**config.mk**
```make
export PLATFORM = sky130hd
export DESIGN_NAME = acoh_handler
export DESIGN_NICKNAME = d
export VERILOG_FILES = /design/src/acoh_pkg.sv /design/src/acoh_wdog.sv /design/src/acoh_handler.sv
export SDC_FILE = /design/constraint.sdc
export NUM_CORES = 1
export LEC_CHECK = 0
export ABC_AREA = 1
export BUFFER_PORTS_ARGS = -buffer_cell sky130_fd_sc_hd__buf_2
export CAP_MARGIN = 25
export CORE_ASPECT_RATIO = 0.9
export CORE_UTILIZATION = 61
export CTS_CLUSTER_DIAMETER = 200
export DETAILED_ROUTE_END_ITERATION = 8
export PLACE_DENSITY = 0.8
export SLEW_MARGIN = 15
export SYNTH_ARGS = -nofsm -noshare
export SYNTH_HDL_FRONTEND = slang
export SYNTH_SLANG_ARGS = --single-unit
```
**constraint.sdc**
```tcl
create_clock -name clk -period 11 [get_ports clk]
set_input_delay 2.75 -clock clk [delete_from_list [all_inputs] [get_ports clk]]
set_output_delay 2.75 -clock clk [all_outputs]
set_load 0.02 [all_outputs]
```
**src/acoh_pkg.sv**
```systemverilog
// constants, carrier types and character helpers for the command handler
// assumes ASCII characters delivered one per clock by an external receiver
package acoh_pkg;

  ////////////////////////////////////////////////////////////////////////////
  // clock and watchdog timing
  localparam int CLK_MHZ         = 40;
  localparam int WD_UNIT_US_GEN1 = 53300;   // watchdog unit in us, generation 1
  localparam int WD_UNIT_US_GEN2 = 100000;  // watchdog unit in us, generation 2

  ////////////////////////////////////////////////////////////////////////////
  // buffer sizes and command lengths (leading char, address, function, ...)
  localparam int         MAXC          = 19;
  localparam logic [4:0] LEN_BCAST     = 5'h03;
  localparam logic [4:0] LEN_BASE      = 5'h04;
  localparam logic [4:0] LEN_TRIM      = 5'h06;
  localparam logic [4:0] LEN_LEAD_SET  = 5'h0B;

  ////////////////////////////////////////////////////////////////////////////
  // characters
  localparam logic [7:0] CH_CR   = 8'h0D;
  localparam logic [7:0] CH_ACK  = 8'h21;
  localparam logic [7:0] CH_NAK  = 8'h3F;
  localparam logic [7:0] CH_STAR = 8'h2A;
  localparam logic [7:0] CH_0    = 8'h30;
  localparam logic [7:0] CH_1    = 8'h31;
  localparam logic [7:0] CH_9    = 8'h39;
  localparam logic [7:0] CH_A    = 8'h41;
  localparam logic [7:0] CH_D    = 8'h44;
  localparam logic [7:0] CH_F    = 8'h46;
  localparam logic [7:0] HEX_LO  = 8'h30;   // '0' - 0
  localparam logic [7:0] HEX_HI  = 8'h37;   // 'A' - 10

  // function characters
  localparam logic [7:0] FN_CAL20    = 8'h31;
  localparam logic [7:0] FN_TRIM     = 8'h33;
  localparam logic [7:0] FN_SAVE     = 8'h34;
  localparam logic [7:0] FN_LAST     = 8'h36;
  localparam logic [7:0] FN_CURR     = 8'h38;
  localparam logic [7:0] FN_LEAD_RD  = 8'h30;
  localparam logic [7:0] FN_LEAD_SET = 8'h31;
  localparam logic [7:0] FN_WD_SET   = 8'h32;
  localparam logic [7:0] FN_WD_RD    = 8'h33;

  // default leading codes, index 0 is the read class: $ # % @ ~ *
  localparam logic [5:0][7:0] LEAD_DEFAULT =
    {8'h2A, 8'h7E, 8'h40, 8'h25, 8'h23, 8'h24};

  ////////////////////////////////////////////////////////////////////////////
  // trim window, level range, status bit positions
  localparam logic [7:0]  TRIM_UP_MAX = 8'h5F;
  localparam logic [7:0]  TRIM_DN_MIN = 8'hA1;
  localparam logic [11:0] LEVEL_MAX   = 12'hFFF;
  localparam int          STB_PWR     = 1;
  localparam int          STB_WD_EN   = 2;
  localparam int          STB_HOST    = 3;

  ////////////////////////////////////////////////////////////////////////////
  // carriers
  typedef struct packed {
    logic       valid;
    logic [7:0] data;
  } acoh_char_t;

  typedef struct packed {
    logic        valid;
    logic [1:0]  port;
    logic [11:0] level;
  } acoh_ao_t;

  typedef struct packed {
    logic        wr;
    logic [11:0] level;
  } acoh_nvm_t;

  ////////////////////////////////////////////////////////////////////////////
  // hex digit decode: bit 4 flags a legal upper-case digit
  function automatic logic [4:0] hex_dec(input logic [7:0] c);
    if (c >= CH_0 && c <= CH_9)
      return {1'b1, c[3:0]};
    if (c >= CH_A && c <= CH_F)
      return {1'b1, 4'(c[3:0] + 4'h9)};
    return 5'h00;
  endfunction : hex_dec

  // nibble to upper-case hex character
  function automatic logic [7:0] hex_enc(input logic [3:0] v);
    return (v < 4'hA) ? HEX_LO + {4'h0, v} : HEX_HI + {4'h0, v};
  endfunction : hex_enc

endpackage : acoh_pkg

```
**src/acoh_wdog.sv**
```systemverilog
// host watchdog: counts timeout units, latches a host failure on expiry
// assumes restart pulses come from the handler on the same clock
module acoh_wdog #(
  parameter int UNIT_CYC = 4000000
) (
  // clock and reset
  input  wire logic       clk,
  input  wire logic       resetn,
  // control
  input  wire logic       enable,
  input  wire logic [7:0] timeout,
  input  wire logic       restart,
  // status
  output logic            fail_r
);
  import acoh_pkg::*;

  localparam int PW = $clog2(UNIT_CYC + 1);

  typedef struct packed {
    logic [PW-1:0] pre;
    logic [7:0]    units;
    logic          fail;
  } acoh_wd_state_t;

  acoh_wd_state_t s_r;
  acoh_wd_state_t s_nxt;
  logic           expire;

  if (UNIT_CYC < 1)
  begin : g_bad_unit
    $error("UNIT_CYC must be at least 1");
  end

  ////////////////////////////////////////////////////////////////////////////
  // unit prescaler and unit counter; expiry beats a restart in the same cycle
  assign expire = enable && !s_r.fail && s_r.pre == PW'(UNIT_CYC - 1)
                  && (s_r.units + 8'h01) == timeout;

  always_comb
  begin
    s_nxt = s_r;
    if (restart || !enable)
    begin
      s_nxt.pre   = '0;
      s_nxt.units = '0;
    end
    else if (!s_r.fail)
    begin
      if (s_r.pre == PW'(UNIT_CYC - 1))
      begin
        s_nxt.pre   = '0;
        s_nxt.units = s_r.units + 8'h01;
      end
      else
        s_nxt.pre = s_r.pre + PW'(1);
    end
    s_nxt.fail = expire || (s_r.fail && !restart);
  end

  // state register
  always_ff @(posedge clk)
  begin
    if (!resetn)
      s_r <= '0;
    else
      s_r <= s_nxt;
  end

  assign fail_r = s_r.fail;
endmodule : acoh_wdog

```
**src/acoh_handler.sv**
```systemverilog
// command handler: parses framed commands, answers, keeps output levels
// assumes a receiver and transmitter on clk exchange one character at a time
module acoh_handler #(
  parameter int NUM_PORTS   = 1,
  parameter int FW_GEN      = 2,
  parameter int WD_UNIT_CYC = (FW_GEN == 1 ? acoh_pkg::WD_UNIT_US_GEN1
                              : acoh_pkg::WD_UNIT_US_GEN2) * acoh_pkg::CLK_MHZ
) (
  // clock and reset
  input  wire logic                 clk,
  input  wire logic                 resetn,
  // command characters
  input  acoh_pkg::acoh_char_t      rx_char,
  output acoh_pkg::acoh_char_t      tx_char,
  input  wire logic                 tx_ready,
  // module setup
  input  wire logic [7:0]           my_addr,
  input  wire logic                 pwr_wd_fail,
  // analog output path
  input  acoh_pkg::acoh_ao_t        ao_write,
  input  wire logic [11:0]          est_current,
  input  wire logic [11:0]          power_on_level,
  output logic [3:0][11:0]          out_level,
  output logic                      cal20_store,
  output acoh_pkg::acoh_nvm_t       nvm_save,
  output logic                      host_fail
);
  import acoh_pkg::*;

  localparam logic [4:0] LEN_RB     = 5'(4 + (NUM_PORTS == 4 ? 1 : 0));
  localparam logic [4:0] LEN_WD_SET = 5'(7 + 3 * NUM_PORTS);

  if (NUM_PORTS != 1 && NUM_PORTS != 4)
  begin : g_bad_ports
    $error("NUM_PORTS must be 1 or 4");
  end

  typedef enum logic [1:0] {
    ST_BOOT = 2'b00,
    ST_RX   = 2'b01,
    ST_EXEC = 2'b10,
    ST_TX   = 2'b11
  } acoh_st_t;

  typedef struct packed {
    acoh_st_t             st;
    logic [4:0]           len, tlen, tidx;
    logic [MAXC-1:0][7:0] rx, tx;
    logic [5:0][7:0]      lead;
    logic                 wd_en;
    logic [7:0]           wd_tmo;
    logic [3:0][11:0]     safe, last, lvl;
    logic                 wd_load, kick, cal20;
    acoh_char_t           txo;
    acoh_nvm_t            nvm;
  } acoh_state_t;

  acoh_state_t s_r;
  acoh_state_t s_nxt;

  ////////////////////////////////////////////////////////////////////////////
  // decode of the buffered command
  logic [4:0]  a_hi, a_lo, t_hi, t_lo;
  logic [7:0]  pair;
  logic        cls1, cls5, bcast, mine, trim_cmd, trim_ok;
  logic [12:0] tr_up, tr_dn;
  logic [11:0] trimmed;

  assign a_hi     = hex_dec(s_r.rx[1]);
  assign a_lo     = hex_dec(s_r.rx[2]);
  assign t_hi     = hex_dec(s_r.rx[4]);
  assign t_lo     = hex_dec(s_r.rx[5]);
  assign pair     = {t_hi[3:0], t_lo[3:0]};
  assign cls1     = s_r.rx[0] == s_r.lead[0];
  assign cls5     = s_r.rx[0] == s_r.lead[4];
  assign bcast    = cls5 && s_r.rx[1] == CH_STAR && s_r.rx[2] == CH_STAR
                    && s_r.len == LEN_BCAST;
  assign mine     = (cls1 || cls5) && !bcast && a_hi[4] && a_lo[4] && s_r.len >= LEN_BCAST
                    && {a_hi[3:0], a_lo[3:0]} == my_addr;
  assign trim_cmd = mine && cls1 && s_r.rx[3] == FN_TRIM && s_r.len == LEN_TRIM
                    && t_hi[4] && t_lo[4];
  assign trim_ok  = trim_cmd && (pair <= TRIM_UP_MAX || pair >= TRIM_DN_MIN);

  // trim arithmetic, clamped to the level range
  assign tr_up   = {1'b0, s_r.last[0]} + {5'h00, pair};
  assign tr_dn   = {1'b0, s_r.last[0]} - {5'h00, 8'(8'h00 - pair)};
  assign trimmed = (pair <= TRIM_UP_MAX) ? (tr_up[12] ? LEVEL_MAX : tr_up[11:0])
                                         : (tr_dn[12] ? 12'h000 : tr_dn[11:0]);

  ////////////////////////////////////////////////////////////////////////////
  // next-state logic
  always_comb
  begin
    logic [4:0]       k;
    logic             ok;
    logic             bad;
    logic [1:0]       sel;
    logic [11:0]      sv;
    logic [4:0]       hx;
    logic [3:0]       stat;
    logic [7:0]       tmo;
    logic [3:0][11:0] sa;
    k    = 5'h03;
    ok   = 1'b0;
    bad  = 1'b0;
    sel  = 2'h0;
    sv   = 12'h000;
    hx   = 5'h00;
    stat = 4'h0;
    tmo  = 8'h00;
    sa   = s_r.safe;
    s_nxt = s_r;
    s_nxt.cal20   = 1'b0;
    s_nxt.nvm.wr  = 1'b0;
    s_nxt.kick    = 1'b0;
    s_nxt.wd_load = 1'b0;
    for (int i = 0; i < 4; i++)
      s_nxt.lvl[i] = host_fail ? s_r.safe[i] : s_r.last[i];
    if (ao_write.valid)
      s_nxt.last[ao_write.port] = ao_write.level;
    unique case (s_r.st)
      ST_BOOT:
      begin
        for (int i = 0; i < 4; i++)
          s_nxt.last[i] = power_on_level;
        s_nxt.st = ST_RX;
      end
      ST_RX:
      begin
        if (rx_char.valid)
        begin
          if (rx_char.data == CH_CR)
            s_nxt.st = ST_EXEC;
          else if (s_r.len != 5'(MAXC))
          begin
            s_nxt.rx[s_r.len] = rx_char.data;
            s_nxt.len = s_r.len + 5'h01;
          end
        end
      end
      ST_EXEC:
      begin
        s_nxt.len   = '0;
        s_nxt.st    = ST_RX;
        s_nxt.tidx  = '0;
        s_nxt.tx[0] = CH_ACK;
        s_nxt.tx[1] = s_r.rx[1];
        s_nxt.tx[2] = s_r.rx[2];
        if (bcast)
          s_nxt.kick = 1'b1;
        else if (mine)
        begin
          s_nxt.st = ST_TX;
          if (cls1)
          begin
            case (s_r.rx[3])
              FN_CAL20:
              begin
                ok = s_r.len == LEN_BASE;
                s_nxt.cal20 = ok;
              end
              FN_TRIM:
              begin
                ok = trim_ok;
                if (ok)
                  s_nxt.last[0] = trimmed;
              end
              FN_SAVE:
              begin
                ok = s_r.len == LEN_BASE;
                s_nxt.nvm.wr    = ok;
                s_nxt.nvm.level = s_r.lvl[0];
              end
              FN_LAST:
              begin
                if (NUM_PORTS == 4)
                  sel = 2'(s_r.rx[4] - CH_A);
                ok = s_r.len == LEN_RB && (NUM_PORTS == 1
                     || (s_r.rx[4] >= CH_A && s_r.rx[4] <= CH_D));
                sv = s_r.last[sel];
              end
              FN_CURR:
              begin
                ok = s_r.len == LEN_BASE;
                sv = est_current;
              end
              default: ok = 1'b0;
            endcase
            if (ok && (s_r.rx[3] == FN_LAST || s_r.rx[3] == FN_CURR))
              for (int d = 0; d < 3; d++)
              begin
                s_nxt.tx[k] = hex_enc(4'(sv >> (8 - 4 * d)));
                k = k + 5'h01;
              end
          end
          else
          begin
            case (s_r.rx[3])
              FN_LEAD_RD:
              begin
                ok = s_r.len == LEN_BASE;
                stat[STB_PWR]   = pwr_wd_fail;
                stat[STB_WD_EN] = s_r.wd_en;
                stat[STB_HOST]  = host_fail;
                s_nxt.tx[k] = hex_enc(4'h0);
                k = k + 5'h01;
                s_nxt.tx[k] = hex_enc(stat);
                k = k + 5'h01;
                for (int j = 0; j < 6; j++)
                begin
                  s_nxt.tx[k] = s_r.lead[j];
                  k = k + 5'h01;
                end
              end
              FN_LEAD_SET:
              begin
                ok = s_r.len == LEN_LEAD_SET && s_r.rx[4] == CH_0;
                if (ok)
                  for (int j = 0; j < 6; j++)
                    s_nxt.lead[j] = s_r.rx[5 + j];
              end
              FN_WD_SET:
              begin
                bad = s_r.len != LEN_WD_SET
                      || (s_r.rx[4] != CH_0 && s_r.rx[4] != CH_1);
                for (int d = 0; d < 2; d++)
                begin
                  hx  = hex_dec(s_r.rx[5 + d]);
                  bad = bad || !hx[4];
                  tmo = {tmo[3:0], hx[3:0]};
                end
                bad = bad || tmo == 8'h00;
                for (int i = 0; i < NUM_PORTS; i++)
                  for (int d = 0; d < 3; d++)
                  begin
                    hx    = hex_dec(s_r.rx[7 + 3 * i + d]);
                    bad   = bad || !hx[4];
                    sa[i] = {sa[i][7:0], hx[3:0]};
                  end
                ok = !bad;
                if (ok)
                begin
                  s_nxt.wd_en   = s_r.rx[4] == CH_1;
                  s_nxt.wd_tmo  = tmo;
                  s_nxt.safe    = sa;
                  s_nxt.wd_load = 1'b1;
                end
              end
              FN_WD_RD:
              begin
                ok = s_r.len == LEN_BASE;
                s_nxt.tx[k] = s_r.wd_en ? CH_1 : CH_0;
                k = k + 5'h01;
                s_nxt.tx[k] = hex_enc(s_r.wd_tmo[7:4]);
                k = k + 5'h01;
                s_nxt.tx[k] = hex_enc(s_r.wd_tmo[3:0]);
                k = k + 5'h01;
                for (int i = 0; i < NUM_PORTS; i++)
                  for (int d = 0; d < 3; d++)
                  begin
                    s_nxt.tx[k] = hex_enc(4'(s_r.safe[i] >> (8 - 4 * d)));
                    k = k + 5'h01;
                  end
              end
              default: ok = 1'b0;
            endcase
          end
          if (!ok)
          begin
            s_nxt.tx[0] = CH_NAK;
            k = 5'h03;
          end
          s_nxt.tx[k] = CH_CR;
          s_nxt.tlen  = k + 5'h01;
        end
      end
      ST_TX:
      begin
        if (!s_r.txo.valid || tx_ready)
        begin
          if (s_r.tidx == s_r.tlen)
          begin
            s_nxt.txo.valid = 1'b0;
            s_nxt.st = ST_RX;
          end
          else
          begin
            s_nxt.txo.valid = 1'b1;
            s_nxt.txo.data  = s_r.tx[s_r.tidx];
            s_nxt.tidx = s_r.tidx + 5'h01;
          end
        end
      end
    endcase
  end

  // state register
  always_ff @(posedge clk)
  begin
    if (!resetn)
    begin
      s_r      <= '0;
      s_r.lead <= LEAD_DEFAULT;
    end
    else
      s_r <= s_nxt;
  end

  ////////////////////////////////////////////////////////////////////////////
  // host watchdog and outputs
  acoh_wdog #(
    .UNIT_CYC (WD_UNIT_CYC)
  ) u_wdog (
    .clk     (clk),
    .resetn  (resetn),
    .enable  (s_r.wd_en),
    .timeout (s_r.wd_tmo),
    .restart (s_r.wd_load | s_r.kick),
    .fail_r  (host_fail)
  );

  assign tx_char     = s_r.txo;
  assign out_level   = s_r.lvl;
  assign cal20_store = s_r.cal20;
  assign nvm_save    = s_r.nvm;
endmodule : acoh_handler

```
==> results of run 1 <==
-- cell usage after synthesis (all sizes together) (36+ instances only) --
cell type | n | area, um2
clkbuf | 139 | 522
o21ai | 380 | 1910
a31oi | 53 | 332
a21oi | 368 | 1860
nor3 | 42 | 231
buf | 86 | 628
nand2 | 598 | 2250
ha | 76 | 951
nand3 | 149 | 761
inv | 470 | 1760
o211ai | 36 | 270
nor2 | 290 | 1140
dfxtp | 450 | 9010
xor2 | 43 | 377
nand4 | 41 | 263
-- per-stage QoR --
step	std cells	power (uW)	cell area, um2	hold WS [ps]	worst slack, ps
detailed placement	3796	2300	23800	414	4900
global placement	3794	2290	23800	410	5100
floorplan	3386	2170	23500	404	6330
CTS	3882	4040	25500	424	5430
finish	3883	4050	25500	424	5300
global route	3883	4180	25500	447	4990
-- layout by cell type, fill, tap and decap left out, types with 16 or more instances in the layout --
cell	count
xor2_1	43
inv_2	16
o22ai_1	28
nand4_1	40
inv_1	453
a31oi_1	53
nand2_1	594
dfxtp_1	450
nor4_1	21
o21ai_0	367
clkbuf_16	47
buf_4	19
nor3_1	39
nor2_1	280
a21oi_1	364
ha_1	76
nand3_1	146
o211ai_1	36
buf_2	131
a221oi_1	17
-- final timing paths --
kind	from	endpoint	slack (ps)	cells past startpoint
setup / recovery	my_addr[4]	s_r[217]	5300	15
hold / removal	s_r[339]	s_r[339]	420	2
setup reg to reg	s_r[180]	s_r[217]	6110	17
hold reg to reg	s_r[339]	s_r[339]	420	2
-- sequential cells by signal (all words and copies together), names as in the netlist --
register and flops:
out_level 48, cal20_store 1, u_wdog.fail_r 1, nvm_save 13
u_wdog.s_r 30, s_r 348, tx_char 9
-- power groups by stage --
stage	registers, uW	logic, uW	clock network [uW]
after detailed placement	1790	510	0
after floorplan	1780	395	0
after global routing	1760	585	1830
after CTS	1760	517	1760
after global placement	1790	498	0
final	1760	531	1760
-- area by class of cell --
type | count | area (um2)
Clock buffer | 58 | 1310
Tap cell | 483 | 604
Sequential cell | 450 | 9010
Clock inverter | 28 | 390
Inverter | 473 | 1780
Multi-Input combinational cell | 2238 | 11600
Fill cell | 3260 | 12100
Timing Repair Buffer | 153 | 832
-- logic make-up (layout without fill, tap and decap cells) --
logic type      Yosys count  in the layout  share of synthesized area
simple gates           1151           1151                      0.206
compound gates          950            950                      0.222
buf+inv                 698            712                      0.124
flops                   450            450                      0.383
fa+ha+maj                78             78                     0.0421
xor+xnor                 57             57                     0.0212
mux                       2              2                   0.000850
-- worst max-delay path: cells and delay by family --
family                 cells  cell delay [ps]
buffers and inverters      5             1260
AOI/OAI and AO/OA          2              440
and+or+nand+nor            8             1700
-- layer usage --
metal / global-route usage / vias up / share of wire / routed length (um)
met5: 0 / - / 0 / 0
met4: 0.190 / 0 / 0.051 / 3860
met3: 0.0680 / 252 / 0.11 / 8150
met2: 0.601 / 1349 / 0.44 / 33600
met1: 0.499 / 11000 / 0.40 / 30600
li1: - / 11100 / - / -
==> results.tsv, run 1 <==
stage	metric	value	unit
status	status	finished, final reports clean	
clocking	CTS tree	built	
synthesis	Post-synth EDFFs	0	
pwr	Clk pwr share	0.435	
clocking	worst-skew pair later-pin latency	590	ps
worst_setup_path	Worst EP arrival	6200	ps
pwr	Sw Ratio	0.278	
routing	Post-DRT Antenna Nets	0	
global_route	largest net degree at the start of global routing	122	
layout	Final #Nets	3501	
synthesis	Primary FF master, synth	dfxtp_1	
clocking	clk slew on worst S/H paths	60	ps
sta	setup TNS	0	ps
clocking	CTS root buf	clkbuf_16	
pwr	pwr/cell area	159	mW/mm2
clocking	cts bufs inserted	47	
job	# Max-Cap Violations	0	
pwr	Internal	2930	uW
synthesis	Mapped Area	0.0235	mm2
placed_design	hpwl dp	54.2	mm
floorplanning	Ports	132	
layout	Antenna Cells	0	
floorplanning	total die area	0.0394	mm2
sta	Final Hold Fails	0	
sta	final setup vio count	0	
worst_setup_path	critical path peak fanout	57	
routing	DRC violations left	0	
placed_design	port bufs	131	
pwr	Seq pwr share	0.434	
sta	fin. max-slew vios	0	
clocking	deepest clock path buffer count	3	
sta	period utilization	0.519	
synthesis	average cell area after synthesis	6.95	um2
routing	Vias	23700	
sta	RSZ-0062 raised after global routing	false	
global_route	first-pass GRT wire length	119	mm
routing	total routed wirelength	76.2	mm
floorplanning	core area	0.0376	mm2
placed_design	Placer Congestion	1.03	
clocking	CTS HTree Levels	2	
pwr	Sw Pwr	1120	uW
worst_setup_path	max incr delay on CP	820	ps
layout	share of layout cells above drive strength 1	0.0841	
routing	vias per cell	6.10	
global_route	Overflow after GRT	0	
clocking	Post-CTS Hold Buffers	0	
routing	router iterations before antenna repair	7	
synthesis	sequential fraction of the synthesis area	0.383	
pwr	Leak	0.0109	uW
floorplanning	Die Ht	188	um
layout	fin util	0.678	
global_route	total global-route track usage	0.380	
worst_setup_path	Critical Path RT	11490	ps
synthesis	#FFs+latches synth	450	
global_route	number of global-route vias before repair	21800	
clocking	clk sinks	450	
floorplanning	# rows	67	
clocking	post-CTS setup buffers	0	
synthesis	syn_nets	3524	
clocking	post-CTS sizing	0	
worst_setup_path	CP max stage cell	inv_2	
worst_setup_path	Startpoint Class	input port	
synthesis	Yosys warnings	0	
floorplanning	Initial Utilization	0.625	
routing	1st-iter DRT viols	2630	
synthesis	Synth cell types	60	
hold_path	Min-Delay Path Class	register to register	
pwr	Comb pwr share	0.131	
layout	Area Overhead vs Synth	8.45	%
pwr	IR drop worst, VDD	127	uV
sta	minimum clock period	5700	ps
sta	Slew headroom	0.346	
sta	Worst Clk Skew	18.7	ps
worst_setup_path	cell repeated most along the worst path	inv_2	
routing	post-DR wirelength/cell	19.6	um
sta	Worst-Margin Slew	978	ps
global_route	initial antenna violation count	0	
worst_setup_path	critical path type	input port to register	
synthesis	synthesized instance count	3386	
worst_setup_path	Cell Chain, Critical Path	buf_2, inv_1, nand2_1, nand2_1, nor2_1, nand4_1, nor2_2, inv_2, nor2_8, inv_2, nor2_4, nand2_2, inv_2, o21ai_0, a21oi_1	
sta	FMAX	175	MHz
synthesis	async set or reset register ratio after synthesis	0	
worst_setup_path	CP Capture Type	register	
floorplanning	chip width	209	um
Note: power is estimated with default switching activity, not from simulation.
==> run 2: changes to the inputs <==
--- a/config.mk
+++ b/config.mk
@@ -9,10 +9,10 @@
 export BUFFER_PORTS_ARGS = -buffer_cell sky130_fd_sc_hd__buf_2
 export CAP_MARGIN = 25
 export CORE_ASPECT_RATIO = 0.9
-export CORE_UTILIZATION = 61
+export CORE_UTILIZATION = 56
 export CTS_CLUSTER_DIAMETER = 200
 export DETAILED_ROUTE_END_ITERATION = 8
-export PLACE_DENSITY = 0.8
+export PLACE_DENSITY = 0.77
 export SLEW_MARGIN = 15
 export SYNTH_ARGS = -nofsm -noshare
 export SYNTH_HDL_FRONTEND = slang
==> constraint.sdc (replaced) <==
create_clock -name clk -period 5.11 [get_ports clk]
set_input_delay 1.2775 -clock clk [delete_from_list [all_inputs] [get_ports clk]]
set_output_delay 1.2775 -clock clk [all_outputs]
set_load 0.02 [all_outputs]
==> run 2 against run 1 <==
  * Setup slack got worse by 4600 ps
  * Highest routed layer is now met5
  * Largest power group unchanged
  * Sequential cell count did not move
  * Routed wire length increased by 1.4%
  * Clock-buffer cell count up 6
  * Cell count up 1.8%
==> results.tsv, run 2 (synthesized netlist as in run 1, its figures left out) <==
stage	metric	value	unit	change
pwr	IR drop worst, VDD	297	uV	was 127 uV
status	status	finished, final reports clean		unchanged
sta	period utilization	0.856		
pwr	pwr/cell area	333	mW/mm2	was 159 mW/mm2
global_route	largest net degree at the start of global routing	206		was 122
placed_design	port bufs	131		unchanged
placed_design	placed cell count	3872		was 3796
layout	most common cell after layout, fill and taps aside	nand2_1		unchanged
global_route	number of global-route vias before repair	21600		was 21.8k
layout	most frequent cells in the layout	nand2_1 (594), inv_1 (453), dfxtp_1 (450), o21ai_0 (367), a21oi_1 (364)		unchanged
layout	Fillers	3739		was 3260
global_route	first-pass GRT wire length	119	mm	about the same
floorplanning	Die Ht	197	um	was 188 um
worst_setup_path	Startpoint Class	register		was input port
floorplanning	core area	0.0411	mm2	was 0.0376 mm2
global_route	met3 usage	0.0636		was 0.0680
global_route	initial antenna violation count	1		was 0
placed_design	pre-CTS setup slack	871	ps	was 4900 ps
sta	fin. max-slew vios	0		unchanged
worst_setup_path	critical path type	register to register		was input port to register
global_route	Overflow after GRT	0		unchanged
clocking	post-CTS setup buffers	0		unchanged
clocking	post-CTS sizing	0		unchanged
routing	1st-iter DRT viols	2844		was 2630
layout	max FFs per register	348		unchanged
clocking	deepest clock path buffer count	3		unchanged
layout	fin cells	3954		was 3883
routing	vias per cell	5.92		was 6.10
worst_setup_path	Critical Path RT	5580	ps	was 11490 ps
worst_setup_path	CP Capture Type	register		unchanged
floorplanning	total die area	0.0429	mm2	was 0.0394 mm2
sta	setup TNS	0	ps	unchanged
sta	final setup vio count	0		unchanged
sta	hold slack	426	ps	was 424 ps
routing	Vias	23400		was 23.7k
sta	RSZ-0062 raised after global routing	false		unchanged
clocking	clk slew on worst S/H paths	60	ps	about the same
routing	router iterations before antenna repair	6		was 7
layout	share of layout cells above drive strength 1	0.0861		was 0.0841
routing	DRC violations left	0		unchanged
job	# Max-Cap Violations	0		unchanged
global_route	routing usage on met1	0.476		was 0.499
placed_design	hpwl dp	56.1	mm	was 54.2 mm
layout	Area Overhead vs Synth	9.02	%	was 8.45%
global_route	busiest metal layer after global routing	met2		unchanged
pwr	Leak	0.0110	uW	was 0.0109 uW
layout	Antenna Cells	0		unchanged
layout	Largest Register	s_r		unchanged
sta	Worst Clk Skew	25.8	ps	was 18.7 ps
floorplanning	# rows	70		was 67
global_route	met2 Track Usage GR	0.560		was 0.601
sta	FMAX	229	MHz	
clocking	CTS tree	built		unchanged
clocking	Post-CTS Hold Buffers	0		unchanged
clocking	clk sinks	450		unchanged
sta	Slew headroom	0.304		was 0.346
placed_design	Placer Congestion	1.01		was 1.03
hold_path	Min-Delay Path Class	register to register		unchanged
sta	Final Hold Fails	0		unchanged
floorplanning	Initial Utilization	0.573		was 0.625
sta	Worst Slack Setup Final	735	ps	was 5300 ps
clocking	CTS HTree Levels	2		unchanged
layout	Final #Nets	3520		was 3501
routing	total routed wirelength	77.3	mm	was 76.2 mm
sta	minimum clock period	4370	ps	
floorplanning	chip width	218	um	was 209 um
floorplanning	Ports	132		unchanged
global_route	total global-route track usage	0.354		was 0.380
routing	post-DR wirelength/cell	19.5	um	was 19.6 um
worst_setup_path	Worst EP arrival	4840	ps	was 6200 ps
routing	Post-DRT Antenna Nets	0		unchanged
clocking	worst-skew pair later-pin latency	600	ps	was 590 ps
clocking	cts bufs inserted	47		unchanged
sta	Worst-Margin Slew	1040	ps	was 978 ps
clocking	CTS root buf	clkbuf_16		unchanged
worst_setup_path	critical path peak fanout	22		was 57
==> run 2: area by class of cell <==
class / count / area, um2 / area share
tap: 540 / 676 / 0.0263
inverter: 473 / 1780 / 0.0693
clock inverter: 17 / 241 / 0.00941
timing repair buffer: 172 / 1000 / 0.0389
sequential: 450 / 9010 / 0.351
clock buffer: 64 / 1350 / 0.0527
multi-input combinational: 2238 / 11600 / 0.452
==> run 2: per-layer routing <==
metal  up-vias  share of wire
met1     10900           0.42
met3       182          0.097
li1      11100              -
met4         2          0.038
met2      1182           0.45
met5         -        0.00010
==> run 2: worst paths after layout <==
path	end	cells after the start	start	slack (ps)
worst min register to register	s_r[336]	2	s_r[336]	430
worst min-delay path	s_r[336]	2	s_r[336]	430
worst max-delay path	s_r[239]	21	s_r[410]	740
worst max register to register	s_r[239]	21	s_r[410]	740
==> run 2: critical path, cell delays in order, from the launching register on <==
cell     delay (ps)
dfxtp_1         410
inv_1           130
ha_1            210
nand2_1          90
nand3_1          70
nand2_1          90
inv_1            70
nor2_1          160
inv_1           140
nand2_1         110
nand3_1          80
nand2_1         370
nand4_1         360
nand3_2         160
buf_4           260
nand2_2         130
nand3_1         130
buf_4           300
ha_1            340
nand4_1         360
nand2_1         190
a21oi_1          70
==> run 2: per-stage QoR <==
step | utilization | instance area [um2] | power, uW
global placement | 0.585 | 24000 | 4980
CTS | 0.625 | 25700 | 8530
global route | 0.625 | 25700 | 8850
finish | 0.625 | 25700 | 8540
floorplan | - | 23500 | 4670
detailed placement | 0.586 | 24100 | 4990
==> run 2: where the power goes <==
group	internal [uW]	total [uW]	leakage, uW	switching, uW
combinational	359	1160	0.00657	804
sequential	3670	3790	0.00364	118
clock	2110	3590	0.000780	1480
total	6140	8540	0.0110	2410
